## config.mk

```make
export PLATFORM = sky130hd
export DESIGN_NAME = bqa_bus_arbiter
export DESIGN_NICKNAME = d
export VERILOG_FILES = /design/src/bqa_pkg.sv /design/src/bqa_req_if.sv /design/src/bqa_bus_arbiter.sv /design/src/bqa_qual_latch.sv
export SDC_FILE = /design/constraint.sdc
export NUM_CORES = 1
export LEC_CHECK = 0
export BUFFER_PORTS_ARGS = -buffer_cell sky130_fd_sc_hd__buf_4
export CELL_PAD_IN_SITES_DETAIL_PLACEMENT = 0
export CELL_PAD_IN_SITES_GLOBAL_PLACEMENT = 1
export CORE_MARGIN = 2
export CORE_UTILIZATION = 32
export DETAILED_ROUTE_END_ITERATION = 12
export PLACE_DENSITY_LB_ADDON = 0.1
export SLEW_MARGIN = 20
export SYNTH_ARGS = -nofsm -noshare
export SYNTH_HDL_FRONTEND = slang
export SYNTH_HIERARCHICAL = 1
export SYNTH_SLANG_ARGS = --single-unit
```

## constraint.sdc

```tcl
create_clock -name clk_i -period 2.09 [get_ports clk_i]
set_input_delay 0.209 -clock clk_i [delete_from_list [all_inputs] [get_ports clk_i]]
set_output_delay 0.209 -clock clk_i [all_outputs]
set_load 0.01 [all_outputs]
```

## src/bqa_pkg.sv

```systemverilog
// shared constants for the bus arbitration and request qualifier block
// assumes a single 200 MHz bus clock and an active-low asynchronous reset
package bqa_pkg;

  localparam int BQA_ADDR_W = 32;
  localparam int BQA_DATA_W = 32;

  // reset values of the registered pins
  localparam logic BQA_STROBE_N_RST = 1'b1;
  localparam logic BQA_LOCK_N_RST = 1'b1;
  localparam logic BQA_QUAL_RST = 1'b0;
  localparam logic BQA_PEND_RST = 1'b0;

  typedef enum logic [2:0] {
    BQA_ST_IDLE,
    BQA_ST_ADDR,
    BQA_ST_DATA,
    BQA_ST_BACKOFF_IN,
    BQA_ST_HOLD
  } bqa_state_t;

endpackage

```

## src/bqa_req_if.sv

```systemverilog
// carrier for one accepted bus request, from the arbiter to the qualifier latch
// assumes both ends sit on the same clock
`timescale 1ns/1ps
interface bqa_req_if #(
  parameter int ADDR_W = 32,
  parameter int DATA_W = 32
);
  logic load;
  logic write;
  logic data_not_code;
  logic dma;
  logic priv;
  logic [ADDR_W-1:0] addr;
  logic [DATA_W-1:0] wdata;

  modport src (
    output load, write, data_not_code, dma, priv, addr, wdata
  );
  modport dst (
    input load, write, data_not_code, dma, priv, addr, wdata
  );
endinterface

```

## src/bqa_bus_arbiter.sv

```systemverilog
// external bus arbiter: back-off, hold grant, pending request and qualifiers
// assumes pins synchronous to clk_i; pin tristate is resolved outside
`timescale 1ns/1ps
module bqa_bus_arbiter
  import bqa_pkg::*;
#(
  parameter int ADDR_W = bqa_pkg::BQA_ADDR_W,
  parameter int DATA_W = bqa_pkg::BQA_DATA_W
) (
  input wire logic clk_i,
  input wire logic rstn_i,
  // request side from the internal bus controller
  input wire logic core_req_valid_i,
  output logic core_req_ready_o,
  input wire logic core_write_i,
  input wire logic core_data_not_code_i,
  input wire logic core_dma_i,
  input wire logic core_priv_i,
  input wire logic core_lock_i,
  input wire logic [ADDR_W-1:0] core_addr_i,
  input wire logic [DATA_W-1:0] core_wdata_i,
  output logic core_done_o,
  output logic [DATA_W-1:0] core_rdata_o,
  // external bus
  output logic [ADDR_W-1:0] addr_o,
  output logic addr_oe_n_o,
  output logic [DATA_W-1:0] data_o,
  input wire logic [DATA_W-1:0] data_i,
  output logic data_oe_n_o,
  output logic addr_strobe_n_o,
  output logic wr_not_rd_o,
  output logic data_not_code_o,
  output logic dma_o,
  output logic priv_access_o,
  output logic lock_n_o,
  output logic ctl_oe_n_o,
  input wire logic ready_n_i,
  input wire logic backoff_in_n_i,
  input wire logic hold_req_i,
  output logic hold_grant_o,
  output logic bus_pending_req_o
);

  bqa_state_t state_reg;
  bqa_state_t state_next;
  logic accept, busy, backoff, hold_carry_reg;
  logic pending_reg, lock_reg, done_reg;
  logic [DATA_W-1:0] rdata_reg;
  logic bus_float;

  bqa_req_if #(.ADDR_W(ADDR_W), .DATA_W(DATA_W)) req_bus ();

  ////////////////////////////////////////////////////////////////////////////
  // request acceptance

  assign backoff = !backoff_in_n_i;
  assign busy = (state_reg == BQA_ST_ADDR) || (state_reg == BQA_ST_DATA);
  // no new access while hold is requested or still carried out of reset
  assign core_req_ready_o = rstn_i && (state_reg == BQA_ST_IDLE) &&
                            !hold_req_i && !hold_carry_reg && !backoff;
  assign accept = core_req_valid_i && core_req_ready_o;

  assign req_bus.load = accept;
  assign req_bus.write = core_write_i;
  assign req_bus.data_not_code = core_data_not_code_i;
  assign req_bus.dma = core_dma_i;
  assign req_bus.priv = core_priv_i;
  assign req_bus.addr = core_addr_i;
  assign req_bus.wdata = core_wdata_i;

  bqa_qual_latch #(.ADDR_W(ADDR_W), .DATA_W(DATA_W)) u_qual (
    .clk_i(clk_i),
    .rstn_i(rstn_i),
    .req(req_bus),
    .wr_not_rd_o(wr_not_rd_o),
    .data_not_code_o(data_not_code_o),
    .dma_o(dma_o),
    .priv_access_o(priv_access_o),
    .addr_o(addr_o),
    .wdata_o(data_o)
  );

  ////////////////////////////////////////////////////////////////////////////
  // bus sequencer

  always_comb
  begin
    state_next = state_reg;
    case (state_reg)
      BQA_ST_IDLE:
      begin
        // hold is only taken here, so a running access always ends first
        if (hold_req_i)
          state_next = BQA_ST_HOLD;
        else if (accept)
          state_next = BQA_ST_ADDR;
      end
      BQA_ST_ADDR:
      begin
        if (backoff)
          state_next = BQA_ST_BACKOFF_IN;
        else
          state_next = BQA_ST_DATA;
      end
      BQA_ST_DATA:
      begin
        // backoff wins over a ready seen in the same cycle
        if (backoff)
          state_next = BQA_ST_BACKOFF_IN;
        else if (!ready_n_i)
          state_next = BQA_ST_IDLE;
      end
      BQA_ST_BACKOFF_IN:
      begin
        if (!backoff)
          state_next = BQA_ST_ADDR;
      end
      BQA_ST_HOLD:
      begin
        if (!hold_req_i)
          state_next = BQA_ST_IDLE;
      end
      default:
        state_next = BQA_ST_IDLE;
    endcase
  end

  always_ff @(posedge clk_i or negedge rstn_i)
  begin
    if (!rstn_i)
      state_reg <= BQA_ST_IDLE;
    else
      state_reg <= state_next;
  end

  ////////////////////////////////////////////////////////////////////////////
  // hold grant, alive through reset

  // unreset flop: follows the request during reset so the grant does not
  // blink off at reset release; needs one clock edge inside reset
  always_ff @(posedge clk_i)
  begin
    hold_carry_reg <= !rstn_i && hold_req_i;
  end

  always_comb
  begin
    if (!rstn_i)
      hold_grant_o = hold_req_i;
    else
      hold_grant_o = (state_reg == BQA_ST_HOLD) || hold_carry_reg;
  end

  // float everything on grant or backoff
  assign bus_float = hold_grant_o || (state_reg == BQA_ST_BACKOFF_IN);
  assign addr_oe_n_o = bus_float;
  assign ctl_oe_n_o = bus_float;
  assign data_oe_n_o = bus_float || !wr_not_rd_o ||
                       (state_reg != BQA_ST_DATA);
  assign addr_strobe_n_o = (state_reg != BQA_ST_ADDR);

  ////////////////////////////////////////////////////////////////////////////
  // pending request, lock, completion

  always_ff @(posedge clk_i or negedge rstn_i)
  begin
    if (!rstn_i)
      pending_reg <= BQA_PEND_RST;
    else
      pending_reg <= (core_req_valid_i && !accept) ||
                     (state_next == BQA_ST_BACKOFF_IN);
  end
  assign bus_pending_req_o = pending_reg;
  always_ff @(posedge clk_i or negedge rstn_i)
  begin
    if (!rstn_i)
      lock_reg <= !BQA_LOCK_N_RST;
    else
      lock_reg <= core_lock_i;
  end
  assign lock_n_o = !lock_reg;
  always_ff @(posedge clk_i or negedge rstn_i)
  begin
    if (!rstn_i)
    begin
      done_reg <= 1'b0;
      rdata_reg <= '0;
    end
    else
    begin
      done_reg <= (state_reg == BQA_ST_DATA) && !backoff && !ready_n_i;
      if ((state_reg == BQA_ST_DATA) && !backoff && !ready_n_i &&
          !wr_not_rd_o)
        rdata_reg <= data_i;
    end
  end
  assign core_done_o = done_reg;
  assign core_rdata_o = rdata_reg;
endmodule

```

## src/bqa_qual_latch.sv

```systemverilog
// holds address, write data and per-access qualifiers for one bus access
// assumes load is a one-cycle pulse at the acceptance of a request
`timescale 1ns/1ps
module bqa_qual_latch
  import bqa_pkg::*;
#(
  parameter int ADDR_W = bqa_pkg::BQA_ADDR_W,
  parameter int DATA_W = bqa_pkg::BQA_DATA_W
) (
  input wire logic clk_i,
  input wire logic rstn_i,
  bqa_req_if.dst req,
  output logic wr_not_rd_o,
  output logic data_not_code_o,
  output logic dma_o,
  output logic priv_access_o,
  output logic [ADDR_W-1:0] addr_o,
  output logic [DATA_W-1:0] wdata_o
);

  // direction and data-or-code share one flop edge so they move together
  always_ff @(posedge clk_i or negedge rstn_i)
  begin
    if (!rstn_i)
    begin
      wr_not_rd_o <= BQA_QUAL_RST;
      data_not_code_o <= BQA_QUAL_RST;
      dma_o <= BQA_QUAL_RST;
      priv_access_o <= BQA_QUAL_RST;
    end
    else if (req.load)
    begin
      wr_not_rd_o <= req.write;
      data_not_code_o <= req.data_not_code;
      dma_o <= req.dma;
      priv_access_o <= req.priv;
    end
  end

  // held until the next load, so decoders see them for the whole access
  always_ff @(posedge clk_i or negedge rstn_i)
  begin
    if (!rstn_i)
    begin
      addr_o <= '0;
      wdata_o <= '0;
    end
    else if (req.load)
    begin
      addr_o <= req.addr;
      wdata_o <= req.wdata;
    end
  end

endmodule

```

==> reports/qor.csv <==
stage,metric,value,unit
place,Place WS,0.163,ns
outcome,failing checks,negative hold slack,
pwr,clock power share,18.6,%
sta,"Hold Vio Cnt, Final",6,
sta,fin. max-slew vios,0,
critical_path,critical path type,flip-flop to flip-flop,
critical_path,worst flop-to-flop path startpoint,state_reg[1],
sta,Final TNS setup,0,ns
worst_hold_path,Hold Crit Class,input pin to asynchronous set/reset pin,
critical_path,beginning of the critical path,state_reg[1],
drt,Vias,2799,
cts,# resized after CTS,0,
cells_and_area,ratio of cells with drive above 1 in the final layout,71.4,%
die,die area,14400,um^2
synthesis,Gate Count Post-Synth,250,
synthesis,"area leader, netlist",dfrtp_1,
synthesis,top cell type's share of synthesized area,61.4,%
drt,DR pass1 iterations,4,
synthesis,Syn Area/Cell,17.3,um^2
die,chip width,120,um
synthesis,post-synthesis sequential area ratio,61.9,%
cells_and_area,area delta synth->final,48.7,%
pwr,Sw Pwr,2.61,mW
cts,CTS Sinks,107,
cells_and_area,multi-input logic area,1510,um^2
outcome,status,finished with violations,
drt,# DRC,0,
grt,met1 GRT Util,18.6,%
cts,cts hold-fix bufs,1,
drt,Avg WL per Cell,15.5,um
grt,largest net degree at the start of global routing,58,
grt,routing usage on met2,21.8,%
drt,routed wire length,10100,um
cts,CTS tree,yes,
synthesis,"flops & latches, synth",107,
grt,grt ovf,0,
die,Die Ht,120,um
sta,WHS,-0.0118,ns
die,FP Rows,42,
critical_path,Worst Setup End Kind,flip-flop,
pwr,P_int,6.35,mW
sta,Slew @ Worst Pin,0.736,ns
flow_run,Max-Cap Viols,0,
cells_and_area,n_diodes,0,
critical_path,WP data required,2.31,ns
critical_path,Worst setup SP type,flip-flop,
grt,initial antenna violation count,1,
sta,setup ws final,0.150,ns
pwr,Cell Pwr Density,1390,nW/um^2
die,I/O pins,216,
sta,max_slew headroom,51.0,%
critical_path,Worst Path Arrival,2.16,ns
cells_and_area,register area,2670,um^2
sta,Final Cycle Share,92.8,%
die,CORE AREA,13200,um^2
cts,H-Tree Depth,3,
die,initial core utilization,32.7,%
place,DP Wirelength,7400,um
place,IO Port Bufs,215,
grt,first-pass GRT wire length,16000,um
critical_path,critical path peak fanout,39,
sta,Setup Viol. Count Final,0,
cts,clock slew at reported path FFs,0.06,ns
grt,vias in the first global route,2887,
pwr,Leak Pwr,3.37,nW
cts,CTS Buf Count,9,
sta,Final Skew,0.00771,ns
pwr,worst vdd ir,0.665,mV
grt,Overall Global Routing Usage,14.5,%
synthesis,Mapped Area,4320,um^2
sta,fmax,516,MHz
pwr,switching share of power,29.1,%
place,Final Wtd Congestion,0.694,
drt,Post-DRT Antenna Nets,0,
cts,postcts setup bufs,0,
sta,Tmin final,1.94,ns
cts,latest clock arrival within the worst-skew pair,0.34,ns
sta,RSZ-0062 raised after global routing,false,
synthesis,synth top area cells,"dfrtp_1 (61%), mux2_4 (17%), mux2_2 (13%)",
drt,Via-to-Cell Ratio,4.29,
pwr,Comb pwr share,41.7,%
pwr,sequential power share,39.7,%
grt,gr busiest metal,met2,
cells_and_area,Fillers,1169,
synthesis,Synth Warn #,6,
cts,clk buf depth,2,
drt,1st-iter DRT viols,149,
grt,met3 Use GR,6.70,%
synthesis,Synth cell types,26,
cells_and_area,fin nets,578,
synthesis,Post-Syn Nets,357,
cts,clock root buffer,clkbuf_16,
## cells in the mapped netlist (all sizes together)
cell and count:
nor3b 2, inv 3, nor2b 2, a311oi 3, dfrtp 106, and2 2, nor2 4, mux2 100
nor4b 1, nand3 1, dfxtp 1, nand2 1, and3 1, nor3 2, nand4 1, nand2b 2
o22ai 1, buf 14, and4b 1, nand3b 2
## final timing paths
kind | to | depth (start not counted) | slack (ns)
worst min-delay path | state_reg[1] | 2 | -0.01
max in group asynchronous | u_qual/wdata_o[30] | 3 | 0.90
worst max-delay path | u_qual/addr_o[0] | 5 | 0.15
worst max register to register | u_qual/addr_o[0] | 5 | 0.15
min in group clk_i | u_qual/wdata_o[29] | 2 | 0.09
worst min register to register | u_qual/wdata_o[19] | 1 | 0.51
## cell type report
cell class                      instances  share of cell area, %
Clock buffer                           13                   3.90
Clock inverter                          3                  0.623
Inverter                                3                  0.175
Multi-Input combinational cell        126                   23.5
Sequential cell                       107                   41.6
Tap cell                              176                   3.43
Timing Repair Buffer                  224                   26.8
## metrics by stage
stage / util, % / power, mW / instance area (um^2) / cells / hold slack, ns
3_5_place_dp: 46.4 / 7.38 / 6120 / 635 / 0.322
4_1_cts: 48.7 / 9.12 / 6420 / 652 / 0.0102
5_1_grt: 48.7 / 9.53 / 6420 / 652 / 0.0451
3_3_place_gp: 46.4 / 7.33 / 6120 / 635 / 0.318
6_report: 48.7 / 8.96 / 6420 / 652 / -0.0118
2_1_floorplan: - / 5.39 / 4320 / 250 / -0.0866
## power by group through the flow
stage	registers [mW]	clock network (mW)	logic (mW)
3_5_place_dp	3.58	0	3.79
6_report	3.55	1.67	3.74
4_1_cts	3.56	1.75	3.80
2_1_floorplan	3.99	0	1.40
5_1_grt	3.69	1.84	3.99
3_3_place_gp	3.58	0	3.76
## cell usage in the layout (no fill, tap or decap), types with 2 or more instances in the layout
| cell type | count |
|---|---|
| clkbuf_1 | 3 |
| buf_12 | 3 |
| nor3_1 | 2 |
| mux2_2 | 50 |
| inv_1 | 3 |
| dfrtp_1 | 106 |
| nand3b_1 | 2 |
| nand2b_1 | 2 |
| buf_4 | 220 |
| clkinv_2 | 2 |
| clkbuf_16 | 9 |
| a311oi_1 | 3 |
| mux2_4 | 50 |
| nor2b_1 | 2 |
| nor2_1 | 3 |
## kinds of logic (layout without fill, tap and decap cells)
family | count (synthesis) | count (layout) | share of synthesized area [%]
DFF | 107 | 107 | 61.9
muxes | 100 | 100 | 30.4
and+or+nand+nor | 22 | 22 | 3.65
buffers and inverters | 17 | 243 | 3.27
AOI/OAI and AO/OA | 4 | 4 | 0.754
## critical path: stages (launching register included)
cell and delay [ns]:
dfrtp_1 0.38, nor4b_1 0.37, and3_1 0.26, and2_4 0.19, buf_12 0.25, mux2_2 0.37
## per-layer routing
metal / part of all wire [%] / routed length (um)
met1: 42 / 4230
met2: 47 / 4720
met4: 1.6 / 163
met3: 9.5 / 960
met5: 0.099 / 10
No activity file was read; power rests on OpenSTA's default activity.
